==> src/rtl/pirb_pkg.sv <==
package pirb_pkg;

    localparam int unsigned ADDR_W      = 12;
    localparam int unsigned DATA_W      = 8;
    localparam int unsigned NUM_SOURCES = 15;
    localparam int unsigned SRC_W       = 4;

    // Register addresses on the register file port.
    localparam logic [11:0] ADDR_REQ_TIMER_ADC = 12'hFC0;
    localparam logic [11:0] ADDR_EN_HIGH_TA    = 12'hFC1;
    localparam logic [11:0] ADDR_EN_LOW_TA     = 12'hFC2;
    localparam logic [11:0] ADDR_REQ_PORT_A    = 12'hFC3;
    localparam logic [11:0] ADDR_REQ_PORT_C    = 12'hFC6;

    // Field positions in the timer and converter registers.
    localparam int unsigned BIT_TIMER_ONE  = 6;
    localparam int unsigned BIT_TIMER_ZERO = 5;
    localparam int unsigned BIT_CONVERTER  = 0;

    // Bits that hold state; all others read as zero.
    localparam logic [7:0] MASK_TIMER_ADC = 8'h61;
    localparam logic [7:0] MASK_EN_LOW_TA = 8'h79;
    localparam logic [7:0] MASK_PORT_A    = 8'hFF;
    localparam logic [7:0] MASK_PORT_C    = 8'h0F;
    localparam logic [7:0] RESET_VALUE    = 8'h00;

    // Source positions in service order, zero being served first within a level.
    localparam logic [3:0] SRC_TIMER_ONE  = 4'h0;
    localparam logic [3:0] SRC_TIMER_ZERO = 4'h1;
    localparam logic [3:0] SRC_CONVERTER  = 4'h2;
    localparam int unsigned SRC_PORT_A    = 3;
    localparam int unsigned SRC_PORT_C    = 11;

    typedef enum logic [1:0] {
        PIRB_LEVEL_OFF,
        PIRB_LEVEL_LOW,
        PIRB_LEVEL_NOMINAL,
        PIRB_LEVEL_HIGH
    } pirb_level_t;

    typedef struct packed {
        logic       timer_one;
        logic       timer_zero;
        logic       converter;
        logic [7:0] port_a;
        logic [3:0] port_c;
    } pirb_src_t;

    typedef struct packed {
        logic        write;
        logic        read;
        logic [11:0] addr;
        logic [7:0]  wdata;
    } pirb_reg_req_t;

    function automatic pirb_level_t pirb_decode_level(input logic hi, input logic lo);
        return pirb_level_t'({hi, lo});
    endfunction

    function automatic logic pirb_hit(input logic [11:0] addr, input logic [11:0] target);
        return addr == target;
    endfunction

endpackage

==> src/rtl/pirb_top.sv <==
`timescale 1ns/1ps
// Behaviour
// - Registers cover all sources except watchdog and both oscillator-fail traps.
// - A source request sets its flag to 1, held until cleared.
// - With interrupts enabled, a pending enabled flag raises a vectored request.
// - With interrupts disabled, flags still latch; software polls the request registers.
// - Timer and converter request register at FC0: bits 6, 5, 0; rest reserved.
// - Port A request register at FC3; bit 6 is pin 6 or comparator.
// - Port A bit x follows pin x for pins 0 to 5, bit 7 pin 7.
// - Port C request register at FC6; bits 3 to 0 pins; 7 to 4 reserved.
// - Enable pair decodes 00 off, 01 level 1, 10 level 2, 11 level 3.
// - Enable-high register at FC1: timer 1 bit 6, timer 0 bit 5, converter bit 0.
// - Enable-low register at FC2, same bits; bits 7, 2, 1 read-only.
// - CPU acknowledge clears the flag; software writing 0 clears it too.
// - Software writing 1 raises a request, cleared by acknowledge like hardware.
// - Level 3 before 2 before 1; within a level, fixed vector order.
// - Vectored requests only while master enable is set; acknowledge clears it.
module pirb_top (
    input  wire logic                    clk,
    input  wire logic                    nrst,
    input  wire pirb_pkg::pirb_reg_req_t reg_req,
    output logic [7:0]                   reg_rdata,
    input  wire pirb_pkg::pirb_src_t     src,
    input  wire logic [7:0]              port_a_enable_high,
    input  wire logic [7:0]              port_a_enable_low,
    input  wire logic [3:0]              port_c_enable_high,
    input  wire logic [3:0]              port_c_enable_low,
    input  wire logic                    master_enable_set,
    input  wire logic                    master_enable_clear,
    output logic                         master_interrupt_enable,
    output logic                         irq_request,
    output logic [3:0]                   irq_vector,
    input  wire logic                    irq_ack
);

    localparam int unsigned N = pirb_pkg::NUM_SOURCES;

    logic [7:0]   request_flags_timer_adc;
    logic [7:0]   request_flags_port_a;
    logic [7:0]   request_flags_port_c;
    logic [7:0]   enable_high_timer_adc;
    logic [7:0]   enable_low_timer_adc;
    logic [7:0]   set_timer_adc;
    logic [7:0]   set_port_c;
    logic [7:0]   clr_timer_adc;
    logic [7:0]   clr_port_a;
    logic [7:0]   clr_port_c;
    logic [N-1:0] ack_vec;
    logic [N-1:0] pending;
    logic [N-1:0] prio_high;
    logic [N-1:0] prio_low;
    logic         ack_take;
    logic         wr_timer_adc;
    logic         wr_port_a;
    logic         wr_port_c;
    logic         pick_found;
    logic [3:0]   pick_index;

    assign ack_take     = irq_ack && irq_request;
    assign ack_vec      = ack_take ? (15'h0001 << irq_vector) : 15'h0000;
    assign wr_timer_adc = reg_req.write && pirb_pkg::pirb_hit(reg_req.addr,
                                                               pirb_pkg::ADDR_REQ_TIMER_ADC);
    assign wr_port_a    = reg_req.write && pirb_pkg::pirb_hit(reg_req.addr,
                                                               pirb_pkg::ADDR_REQ_PORT_A);
    assign wr_port_c    = reg_req.write && pirb_pkg::pirb_hit(reg_req.addr,
                                                               pirb_pkg::ADDR_REQ_PORT_C);

    // Watchdog and oscillator-fail traps have no input here at all.
    assign set_timer_adc = {1'b0, src.timer_one, src.timer_zero, 4'h0, src.converter};
    assign clr_timer_adc = {1'b0, ack_vec[0], ack_vec[1], 4'h0, ack_vec[2]};
    assign set_port_c    = {4'h0, src.port_c};

    // Request flag registers; write, acknowledge and pulse merge inside.
    pirb_req_flags #(
        .WIDTH (8),
        .MASK  (pirb_pkg::MASK_TIMER_ADC)
    ) u_flags_timer_adc (
        .clk     (clk),
        .nrst    (nrst),
        .wr_en   (wr_timer_adc),
        .wdata   (reg_req.wdata),
        .hw_set  (set_timer_adc),
        .ack_clr (clr_timer_adc),
        .flags   (request_flags_timer_adc)
    );

    pirb_req_flags #(
        .WIDTH (8),
        .MASK  (pirb_pkg::MASK_PORT_A)
    ) u_flags_port_a (
        .clk     (clk),
        .nrst    (nrst),
        .wr_en   (wr_port_a),
        .wdata   (reg_req.wdata),
        .hw_set  (src.port_a),
        .ack_clr (clr_port_a),
        .flags   (request_flags_port_a)
    );

    pirb_req_flags #(
        .WIDTH (8),
        .MASK  (pirb_pkg::MASK_PORT_C)
    ) u_flags_port_c (
        .clk     (clk),
        .nrst    (nrst),
        .wr_en   (wr_port_c),
        .wdata   (reg_req.wdata),
        .hw_set  (set_port_c),
        .ack_clr (clr_port_c),
        .flags   (request_flags_port_c)
    );

    // Flatten sources into service order: timers, converter, port A 7..0, port C 3..0.
    assign pending[0]   = request_flags_timer_adc[pirb_pkg::BIT_TIMER_ONE];
    assign pending[1]   = request_flags_timer_adc[pirb_pkg::BIT_TIMER_ZERO];
    assign pending[2]   = request_flags_timer_adc[pirb_pkg::BIT_CONVERTER];
    assign prio_high[0] = enable_high_timer_adc[pirb_pkg::BIT_TIMER_ONE];
    assign prio_high[1] = enable_high_timer_adc[pirb_pkg::BIT_TIMER_ZERO];
    assign prio_high[2] = enable_high_timer_adc[pirb_pkg::BIT_CONVERTER];
    assign prio_low[0]  = enable_low_timer_adc[pirb_pkg::BIT_TIMER_ONE];
    assign prio_low[1]  = enable_low_timer_adc[pirb_pkg::BIT_TIMER_ZERO];
    assign prio_low[2]  = enable_low_timer_adc[pirb_pkg::BIT_CONVERTER];

    genvar k;
    generate
        for (k = 0; k < 8; k++)
        begin : g_port_a
            // Bit 6 carries pin 6 or the comparator, chosen outside this block.
            assign pending[pirb_pkg::SRC_PORT_A + k]   = request_flags_port_a[7 - k];
            assign prio_high[pirb_pkg::SRC_PORT_A + k] = port_a_enable_high[7 - k];
            assign prio_low[pirb_pkg::SRC_PORT_A + k]  = port_a_enable_low[7 - k];
            assign clr_port_a[7 - k]                   = ack_vec[pirb_pkg::SRC_PORT_A + k];
        end
        for (k = 0; k < 4; k++)
        begin : g_port_c
            assign pending[pirb_pkg::SRC_PORT_C + k]   = request_flags_port_c[3 - k];
            assign prio_high[pirb_pkg::SRC_PORT_C + k] = port_c_enable_high[3 - k];
            assign prio_low[pirb_pkg::SRC_PORT_C + k]  = port_c_enable_low[3 - k];
            assign clr_port_c[3 - k]                   = ack_vec[pirb_pkg::SRC_PORT_C + k];
        end
    endgenerate
    assign clr_port_c[7:4] = 4'h0;

    // Level decode and fixed-order pick.
    pirb_prio_pick #(
        .N (N),
        .W (pirb_pkg::SRC_W)
    ) u_pick (
        .pending (pending),
        .en_high (prio_high),
        .en_low  (prio_low),
        .found   (pick_found),
        .index   (pick_index)
    );

    always_ff @(posedge clk)
    begin
        if (!nrst)
            enable_high_timer_adc <= pirb_pkg::RESET_VALUE;
        else if (reg_req.write && pirb_pkg::pirb_hit(reg_req.addr, pirb_pkg::ADDR_EN_HIGH_TA))
            enable_high_timer_adc <= reg_req.wdata & pirb_pkg::MASK_TIMER_ADC;
    end

    // Bits 7, 2 and 1 are never written; 4 and 3 are plain storage.
    always_ff @(posedge clk)
    begin
        if (!nrst)
            enable_low_timer_adc <= pirb_pkg::RESET_VALUE;
        else if (reg_req.write && pirb_pkg::pirb_hit(reg_req.addr, pirb_pkg::ADDR_EN_LOW_TA))
            enable_low_timer_adc <= reg_req.wdata & pirb_pkg::MASK_EN_LOW_TA;
    end

    // Clear requests beat a set; acknowledge always drops the master enable.
    always_ff @(posedge clk)
    begin
        if (!nrst)
            master_interrupt_enable <= 1'b0;
        else if (ack_take || master_enable_clear)
            master_interrupt_enable <= 1'b0;
        else if (master_enable_set)
            master_interrupt_enable <= 1'b1;
    end

    // Vectored request; the taken source drops out at once.
    always_ff @(posedge clk)
    begin
        if (!nrst)
        begin
            irq_request <= 1'b0;
            irq_vector  <= 4'h0;
        end
        else
        begin
            irq_request <= master_interrupt_enable && pick_found && !ack_take;
            irq_vector  <= pick_index;
        end
    end

    // Read port; flags stay readable whatever the master enable holds.
    always_ff @(posedge clk)
    begin
        if (!nrst)
            reg_rdata <= 8'h00;
        else if (reg_req.read)
        begin
            case (reg_req.addr)
                pirb_pkg::ADDR_REQ_TIMER_ADC: reg_rdata <= request_flags_timer_adc;
                pirb_pkg::ADDR_EN_HIGH_TA:    reg_rdata <= enable_high_timer_adc;
                pirb_pkg::ADDR_EN_LOW_TA:     reg_rdata <= enable_low_timer_adc;
                pirb_pkg::ADDR_REQ_PORT_A:    reg_rdata <= request_flags_port_a;
                pirb_pkg::ADDR_REQ_PORT_C:    reg_rdata <= request_flags_port_c;
                default:                      reg_rdata <= 8'h00;
            endcase
        end
    end

    pirb_pkg::pirb_level_t sel_level;
    assign sel_level = pirb_pkg::pirb_decode_level(prio_high[irq_vector], prio_low[irq_vector]);
endmodule

==> src/rtl/pirb_req_flags.sv <==
`timescale 1ns/1ps
module pirb_req_flags #(
    parameter int unsigned WIDTH = 8,
    parameter logic [7:0]  MASK  = 8'hFF
) (
    input  wire logic             clk,
    input  wire logic             nrst,
    input  wire logic             wr_en,
    input  wire logic [WIDTH-1:0] wdata,
    input  wire logic [WIDTH-1:0] hw_set,
    input  wire logic [WIDTH-1:0] ack_clr,
    output logic      [WIDTH-1:0] flags
);

    logic [WIDTH-1:0] next_flags;

    // A hardware pulse is ORed in after the write and acknowledge clear, so it survives a write of zero or an acknowledge.
    always_comb
    begin
        next_flags = wr_en ? wdata : flags;
        next_flags = (next_flags & ~ack_clr) | hw_set;
        next_flags = next_flags & MASK[WIDTH-1:0];
    end

    always_ff @(posedge clk)
    begin
        if (!nrst)
            flags <= pirb_pkg::RESET_VALUE[WIDTH-1:0];
        else
            flags <= next_flags;
    end

endmodule

==> src/rtl/pirb_prio_pick.sv <==
`timescale 1ns/1ps
module pirb_prio_pick #(
    parameter int unsigned N = 15,
    parameter int unsigned W = 4
) (
    input  wire logic [N-1:0] pending,
    input  wire logic [N-1:0] en_high,
    input  wire logic [N-1:0] en_low,
    output logic              found,
    output logic [W-1:0]      index
);

    // Higher levels are scanned first; within a level the lowest position wins.
    always_comb
    begin
        found = 1'b0;
        index = '0;
        for (int lvl = 3; lvl >= 1; lvl--)
        begin
            for (int i = 0; i < N; i++)
            begin
                if (!found && pending[i] &&
                    int'(pirb_pkg::pirb_decode_level(en_high[i], en_low[i])) == lvl)
                begin
                    found = 1'b1;
                    index = W'(i);
                end
            end
        end
    end

endmodule

==> config.mk <==
export PLATFORM = sky130hd
export DESIGN_NAME = pirb_top
export DESIGN_NICKNAME = d
export VERILOG_FILES = /design/src/rtl/pirb_pkg.sv /design/src/rtl/pirb_top.sv /design/src/rtl/pirb_req_flags.sv /design/src/rtl/pirb_prio_pick.sv
export SDC_FILE = /design/constraint.sdc
export NUM_CORES = 1
export LEC_CHECK = 0
export ABC_AREA = 1
export BUFFER_PORTS_ARGS = -buffer_cell sky130_fd_sc_hd__buf_4
export CORE_UTILIZATION = 49
export CTS_CLUSTER_SIZE = 10
export DETAILED_ROUTE_END_ITERATION = 8
export PLACE_DENSITY = 0.81
export REMOVE_ABC_BUFFERS = 1
export SLEW_MARGIN = 25
export SYNTH_ARGS = -nofsm -noshare
export SYNTH_HDL_FRONTEND = slang
export SYNTH_HIERARCHICAL = 1
export SYNTH_SLANG_ARGS = --single-unit
==> constraint.sdc <==
create_clock -name clk -period 5.3 [get_ports clk]
set_input_delay 0.795 -clock clk [delete_from_list [all_inputs] [get_ports clk]]
set_output_delay 0.795 -clock clk [all_outputs]
set_load 0.03 [all_outputs]
== Yosys cells after proc, flatten, opt, wreduce, memory -nomap -nowiden ==
Index checks and enable logic that the tools add are counted.

* Bitwise logic cells: 10
* Muxes and demuxes: 94
* Reduce and logical (&&, ||, !) cells: 145
* Shifts and indexed selects: 1
* Eq/ne operators: 50

{| class="wikitable"
|+ Operators with widths
! kind !! count
|-
| 4-bit two-way mux || 38
|-
| 1-bit logical AND || 97
|-
| 12-bit == test (second input constant) || 5
|-
| 2-bit == test (second input constant) || 30
|-
| 1-bit two-way mux || 46
|-
| 1-bit zero test || 45
|-
| 8-bit one-hot mux with 5 select lines || 1
|-
| 2-bit by 1-bit == test with 1-bit output (second input constant) || 15
|-
| 15-bit two-way mux || 1
|-
| 1-bit by 4-bit << shifter with 15-bit output (first input constant) || 1
|-
| 3-bit two-way mux || 4
|-
| 8-bit bitwise AND || 1
|-
| 8-bit two-way mux || 1
|-
| 8-bit NOT || 1
|-
| 8-bit OR || 1
|-
| 7-bit bitwise AND || 1
|-
| 7-bit two-way mux || 1
|-
| 7-bit NOT || 1
|-
| 7-bit OR || 1
|-
| 4-bit bitwise AND || 1
|-
| 2-bit two-way mux || 2
|-
| 4-bit NOT || 1
|-
| 4-bit OR || 1
|-
| 2-bit OR reduction || 2
|-
| other kinds (2) || 2
|}

* Flip-flop bits (word level): 37
* Output and inout bits: 14

== Longest topological paths before layout ==
Gate-level depths: netlist of the first run.

* Depth in word-level cells: 181
* Mapped depth: 28

== Cells and area by module ==
Netlist of the first run, hierarchy kept.

{| class="wikitable"
|+ By module, submodules not included
! module !! area each (µm²) !! cells an instance !! times used !! sequential area each (µm²)
|-
| pirb_top || 1313.8 || 200 || 1 || 440.4
|-
| pirb_prio_pick || 1146.1 || 202 || 1 || 0.0
|-
| pirb_req_flags at u_flags_port_a || 546.8 || 75 || 1 || 160.2
|-
| pirb_req_flags at u_flags_port_c || 260.2 || 43 || 1 || 80.1
|-
| pirb_req_flags at u_flags_timer_adc || 215.2 || 35 || 1 || 60.1
|}

== Worst setup path before layout of the first run ==
OpenSTA, ideal clock, no wires.

* Path type: input to register
* Start point: in port_a_enable_low[6]
* End point: reg irq_vector[3]
* Required time: 5.243 ns
* Path slack: 1.681 ns
* Arrival time: 3.562 ns
* Cell stages on the path: 27
* Cell sequence: nand2_1 inv_1 nand2_1 nand4_4 nor2_4 nand4_4 nor2_4 nand4_2 nor2_4 nand4_2 nor2_2 nand4_2 nor2_2 nand4_2 nor2_4 nand4_4 nor2_4 nand4_4 nor2_4 nand4_4 nor2_4 nand3_2 nor2_4 nand3_2 nand3_1 nand2_1 inv_1

* Longest elaborated chain between the ends: 163
* Elaborated cells between the ends (all ways): 201

{| class="wikitable"
|+ RTL lines
! item !! line !! source
|-
| start, declared || pirb_top.sv:25 || <nowiki>input wire logic [7:0] port_a_enable_low,</nowiki>
|-
| 2-bit by 1-bit == test with 1-bit output || pirb_prio_pick.sv:23 || <nowiki>int'(pirb_pkg::pirb_decode_level(en_high[i], en_low[i])) == lvl)</nowiki>
|-
| 1-bit logical AND || pirb_prio_pick.sv:22 || <nowiki>if (!found && pending[i] &&</nowiki>
|-
| 1-bit two-way mux || pirb_prio_pick.sv:22 ||
|-
| 1-bit zero test || pirb_prio_pick.sv:22 ||
|-
| 1-bit logical AND (2 in series) || pirb_prio_pick.sv:22 ||
|-
| 1-bit two-way mux || pirb_prio_pick.sv:22 ||
|-
| 1-bit zero test || pirb_prio_pick.sv:22 ||
|-
| 1-bit logical AND (2 in series) || pirb_prio_pick.sv:22 ||
|-
| [144 not listed] || - ||
|-
| 1-bit two-way mux || pirb_prio_pick.sv:22 ||
|-
| 1-bit zero test || pirb_prio_pick.sv:22 ||
|-
| 1-bit logical AND (2 in series) || pirb_prio_pick.sv:22 ||
|-
| 1-bit two-way mux || pirb_prio_pick.sv:22 ||
|-
| 1-bit zero test || pirb_prio_pick.sv:22 ||
|-
| 1-bit logical AND (2 in series) || pirb_prio_pick.sv:22 ||
|-
| 4-bit two-way mux * || pirb_prio_pick.sv:22 ||
|-
| net pick_index[3] || pirb_top.sv:57 || <nowiki>logic [3:0] pick_index;</nowiki>
|-
| end signal, assigned || pirb_top.sv:195 || <nowiki>irq_vector <= pick_index;</nowiki>
|-
| end, declared || pirb_top.sv:32 || <nowiki>output logic [3:0] irq_vector,</nowiki>
|}

Mark *: on every way through the listed nets, which the timed path passes. The rest lies on a longest branch.
A chain may end at the register's enable or synchronous reset.

== Final worst setup path of the first run ==
Ends and elaborated chain as after synthesis.

==> results of run 1 <==
[worst paths after layout]
kind	startpoint	endpoint	cells after the start
worst max-delay path	port_a_enable_low[6]	irq_vector[3]$_SDFF_PN0_	28
worst min-delay path	reg_rdata[7]$_SDFFE_PN0P_	reg_rdata[7]$_SDFFE_PN0P_	2
worst max register to register	u_flags_port_a/flags[7]$_SDFF_PN0_	irq_vector[3]$_SDFF_PN0_	27
worst min register to register	reg_rdata[7]$_SDFFE_PN0P_	reg_rdata[7]$_SDFFE_PN0P_	2
[worst max-delay path: cells and delay by family]
kind | cells | cell delay, ps
simple gates | 25 | 3010
buf+inv | 3 | 240
[area by class of cell]
class	count	area share
inverters	141	0.1291
repair buffers	79	0.1416
well taps	96	0.02868
flip-flops and latches	37	0.1769
clock buffers	7	0.02062
multi-input cells	369	0.5031
[per-stage QoR]
stage	total power, mW	instance area (um^2)	cells	setup WS, ps	utilization
6_report	0.7520	4188	729	1497	0.6130
5_1_grt	0.7904	4188	729	1102	0.6130
4_1_cts	0.7514	4188	729	1510	0.6130
3_5_place_dp	0.5482	4101	722	1204	0.6004
3_3_place_gp	0.5442	4101	722	1298	0.6004
2_1_floorplan	0.4554	3388	547	1695	-
[state kept, by name (all words and copies together) (netlist names)]
signal                   cells
enable_low_timer_adc         5
master_interrupt_enable      1
u_flags_timer_adc/flags      3
u_flags_port_a/flags         8
irq_vector                   4
u_flags_port_c/flags         4
enable_high_timer_adc        3
reg_rdata                    8
irq_request                  1
[layout by cell type, fill, tap and decap left out, types with 6 or more instances in the layout]
master / n
a21oi_1: 23
clkinv_1: 20
buf_4: 79
o21ai_0: 7
dfxtp_1: 37
clkbuf_8: 6
conb_1: 9
nand3_2: 15
inv_2: 11
inv_1: 107
a21oi_2: 10
nand2_2: 12
nor2_4: 12
nand3_1: 59
nor2_1: 56
o21ai_1: 8
nand2_1: 98
nand4_1: 8
[layer usage]
layer,vias up,GRT usage,share of wire
met1,1641,0.3798,0.44
met4,0,0.08333,0.018
met5,-,0,0
met2,149,0.4596,0.47
met3,13,0.03524,0.074
li1,1892,-,-
[power breakdown]
part / switching (mW) / internal (mW) / total, mW
Combinational: 0.135 / 0.0939 / 0.229
Sequential: 0.0235 / 0.292 / 0.316
Clock: 0.104 / 0.103 / 0.207
==> key figures, run 1 <==
Outcome
  – Status: completed

Timing
  – Minimum clock period: 3803 ps
  – Final number of hold-violating endpoints: 0
  – Fmax: 263.0 MHz
  – Crit share post-route: 0.7175
  – Worst relative slew slack: 0.4202
  – Hold Slack: 468.4 ps
  – Setup TNS: 0 ps
  – Setup violators final: 0
  – Unrepaired setup endpoints after global routing: false
  – Worst-margin pin slew: 866.4 ps
  – Clock Skews: 7.549 ps
  – Max Slew Vio Count: 0

GRT
  – Global route overflow: 0
  – Pin count of the biggest net entering global routing: 36
  – Vias in the first global route: 3388
  – Initial antenna violation count: 0
  – Global-route wire length before repair: 16010 um
  – GRT Total Usage: 0.2785

Clock network
  – CTS tree: done
  – H-tree depth: 2
  – Root buffer selected by CTS: clkbuf_8
  – Post-CTS setup buffers: 0
  – Hold_buf cts: 0
  – Clock Latency Late Sink: 300 ps
  – CTS Buf Count: 5
  – CTS Sinks: 37
  – Clock Path Buffers: 2
  – Worst-path clk slew: 80 ps
  – Post-CTS sizing: 0

Finish
  – N_diodes: 0
  – Seq. cell area: 740.7 um^2
  – Area grow syn2layout: 20.40%
  – Layout fillers: 685
  – Total Nets Final: 699
  – Multi-input logic area: 2107 um^2
  – Share of post-route cells with drive strength above 1: 0.2686

Die
  – Die W: 86.26 um
  – Die Ht: 86.26 um
  – FP Rows: 30
  – Io pins: 80
  – Die area: 7440 um^2
  – Initial Util: 0.5092
  – Core area: 6832 um^2

Power and ir drop
  – Pwr/cell area: 179.6 nW/um^2
  – Max IR drop VDD: 0.1182 mV
  – Pleak: 2.118 nW

Min path
  – Tightest Hold Check Type: flip-flop to flip-flop

Job
  – Max cap viols: 0

Critical path
  – Top cell by count, worst path: nor2_4
  – Critical path type: input pin to flip-flop
  – Slowest stage cell, crit path: nor2_2
  – CP startpoint kind: input pin
  – CP Data Required Time: 5550 ps
  – Critical-path maximum fanout: 4
  – CP peak stage delay: 160 ps
  – Arrival time worst endpoint: 4050 ps
  – Crit end category: flip-flop
  – Setup slack, reg-to-reg: 1700 ps

Routing
  – Routed len/inst: 13.68 um
  – Residual DRC: 0
  – DRT Pass-1 Iters: 5
  – Routed vias: 3695
  – Post-route ant nets: 0
  – Total Routed Length: 9970 um
  – Initial drt markers: 212
  – Vias per Instance: 5.069

Yosys
  – Synth Area per Inst: 6.279 um^2
  – Post-Syn Instances: 554
  – Synthesized area: 3478 um^2
  – Yosys Warn Count: 6

Placed design
  – RePlAce Congestion: 0.9589
  – IO buf count: 79
  – DP Wirelength: 8259 um
(Power assumes the default switching activity.)
==> run 2, diff against run 1 <==
==> constraint.sdc (replaced) <==
create_clock -name clk -period 3.95 [get_ports clk]
set_input_delay 0.5925 -clock clk [delete_from_list [all_inputs] [get_ports clk]]
set_output_delay 0.5925 -clock clk [all_outputs]
set_load 0.03 [all_outputs]
==> run 2 against run 1 <==
Net effect: total power is 34% higher; combinational power is 37% higher; setup slack worse by 1200 ps; register-to-register slack worse by 1400 ps; utilization is 0.35 points higher; critical path depth is 1 lower; largest power group unchanged; highest routed layer unchanged.
==> key figures, run 2 (synthesis results as in run 1) <==
Critical path
  – Critical path type: flip-flop to flip-flop
  – Arrival time worst endpoint: 3890 ps
  – FF-to-FF End: irq_vector[3]$_SDFF_PN0_
  – Cells on worst reg2reg path: 27
  – Critical-path maximum fanout: 6
  – Crit end category: flip-flop
  – CP startpoint kind: flip-flop
  – Setup slack, reg-to-reg: 300 ps
  – End point of the critical path: irq_vector[3]$_SDFF_PN0_
  – CP Data Required Time: 4190 ps
  – Start point of the critical path: enable_low_timer_adc[0]$_SDFFE_PN0P_
  – FF-to-FF Start: enable_low_timer_adc[0]$_SDFFE_PN0P_

Finish
  – Layout fillers: 687
  – Most frequent cells in the layout: inv_1 (107), nand2_1 (97), buf_4 (81), nand3_1 (59), nor2_1 (56)
  – N_diodes: 0
  – Multi-input logic area: 2110 um^2
  – Finished Layout Cells: 731
  – Largest registers: reg_rdata: 8 flops, u_flags_port_a/flags: 8 flops, enable_low_timer_adc: 5 flops
  – Design area: 4212 um^2
  – Area grow syn2layout: 21.08%
  – Total Nets Final: 701
  – Seq. cell area: 747.0 um^2
  – Share of post-route cells with drive strength above 1: 0.2803
  – Most common cell after layout, fill and taps aside: inv_1

Routing
  – Residual DRC: 0
  – Routed len/inst: 13.92 um
  – Initial drt markers: 274
  – Vias per Instance: 5.137
  – DRT Pass-1 Iters: 4
  – Total Routed Length: 10170 um
  – Post-route ant nets: 0
  – Routed vias: 3755

Outcome
  – Status: completed

GRT
  – Global route overflow: 0
  – Pin count of the biggest net entering global routing: 36
  – Global-route wire length before repair: 16280 um
  – GRT Total Usage: 0.2832
  – Initial antenna violation count: 0
  – Vias in the first global route: 3386

Power and ir drop
  – Max IR drop VDD: 0.1833 mV
  – Pwr/cell area: 239.3 nW/um^2
  – Pleak: 2.131 nW
  – Tot Pwr: 1.008 mW

Placed design
  – Placed Cells: 723
  – IO buf count: 79
  – DP Wirelength: 8353 um
  – RePlAce Congestion: 0.9716
  – Post-DP Area: 4109 um^2

Clock network
  – Clock Path Buffers: 2
  – CTS Buf Count: 5
  – Worst-path clk slew: 70 ps
  – Clock Latency Late Sink: 290 ps
  – H-tree depth: 2
  – CTS tree: done
  – Root buffer selected by CTS: clkbuf_8
  – CTS Sinks: 37

Timing
  – Final number of hold-violating endpoints: 0
  – Fmax: 273.9 MHz
  – Worst-margin pin slew: 851.2 ps
  – Minimum clock period: 3651 ps
  – Crit share post-route: 0.9244
  – Max Slew Vio Count: 0
  – Hold Slack: 465.1 ps
  – Setup violators final: 0
  – Worst relative slew slack: 0.4305
  – Clock Skews: 3.106 ps

Die
  – FP Rows: 30
  – Die area: 7440 um^2
  – Initial Util: 0.5092
  – Io pins: 80
  – Die W: 86.26 um
  – Die Ht: 86.26 um
  – Core area: 6832 um^2

Job
  – Max cap viols: 0

Min path
  – Tightest Hold Check Type: input pin to flip-flop
  – Hold_sp: master_enable_clear
[run 2: changes by cell type in the layout (fill, tap and decap cells not counted)]
cell	before	now
buf_4	79	81
dfxtp_1	37	32
dfxtp_2	0	5
nand2_1	98	97
nand2_2	12	13
[run 2: area by class of cell]
cell class	instances	share of cell area
tap	96	0.02852
timing repair buffer	81	0.1444
sequential	37	0.1774
multi-input combinational	369	0.5009
clock buffer	7	0.02050
inverter	141	0.1283
[run 2: stage by stage]
step	util	TNS (ps)	setup WS [ps]
floorplan	-	0	547.2
global placement	0.6015	0	147.7
detailed placement	0.6015	0	28.40
CTS	0.6141	0	318.9
global route	0.6165	-0.1448	-0.1448
finish	0.6165	0	298.8
[run 2: worst min path at each step]
stage,end,slack (ps),cells past startpoint
2_1_floorplan,enable_low_timer_adc[3]$_SDFFE_PN0P_,470,2
3_3_place_gp,reg_rdata[7]$_SDFFE_PN0P_,460,2
3_5_place_dp,reg_rdata[7]$_SDFFE_PN0P_,460,2
4_1_cts,master_interrupt_enable$_SDFFE_PP0P_,460,2
5_1_grt,master_interrupt_enable$_SDFFE_PP0P_,460,2
6_report,master_interrupt_enable$_SDFFE_PP0P_,470,2
[run 2: critical path, cell delays in order (launching register included)]
cell	delay, ps
dfxtp_1	380
nand3_2	130
nand2_2	90
nor2_4	150
nand4_4	110
nor2_4	140
nand4_4	110
nor2_4	140
nand4_2	120
nor2_4	140
nand4_2	100
nor2_2	140
nand4_2	100
nor2_2	150
nand4_2	120
nor2_4	140
nand4_4	100
nor2_4	150
nand4_4	110
nor2_4	160
nand4_4	110
nor2_4	130
nand3_2	90
nor2_4	140
nand3_2	110
nand3_1	100
nand2_1	50
inv_1	50
[run 2: power by group]
group / internal [mW] / switching [mW] / total, mW
Clock: 0.138 / 0.133 / 0.271
Sequential: 0.393 / 0.0307 / 0.423
Combinational: 0.128 / 0.185 / 0.313
Total: 0.659 / 0.348 / 1.01
[run 2: per-layer routing]
metal  vias up  part of all wire  GRT usage
met2       133              0.47     0.4762
met3        21             0.055    0.03714
met5         -                 0          0
li1       1899                 -          -
met4         0             0.022    0.08636
met1      1702              0.46     0.3776
[run 2: what timing repair did]
| item | CTS | global route |
|---|---|---|
| gates resized for setup | 0 | 6 |
| endpoints found under the setup margin | 0 | 2 |
| buffers inserted | 0 | 1 |
| hold buffers | 0 | 0 |
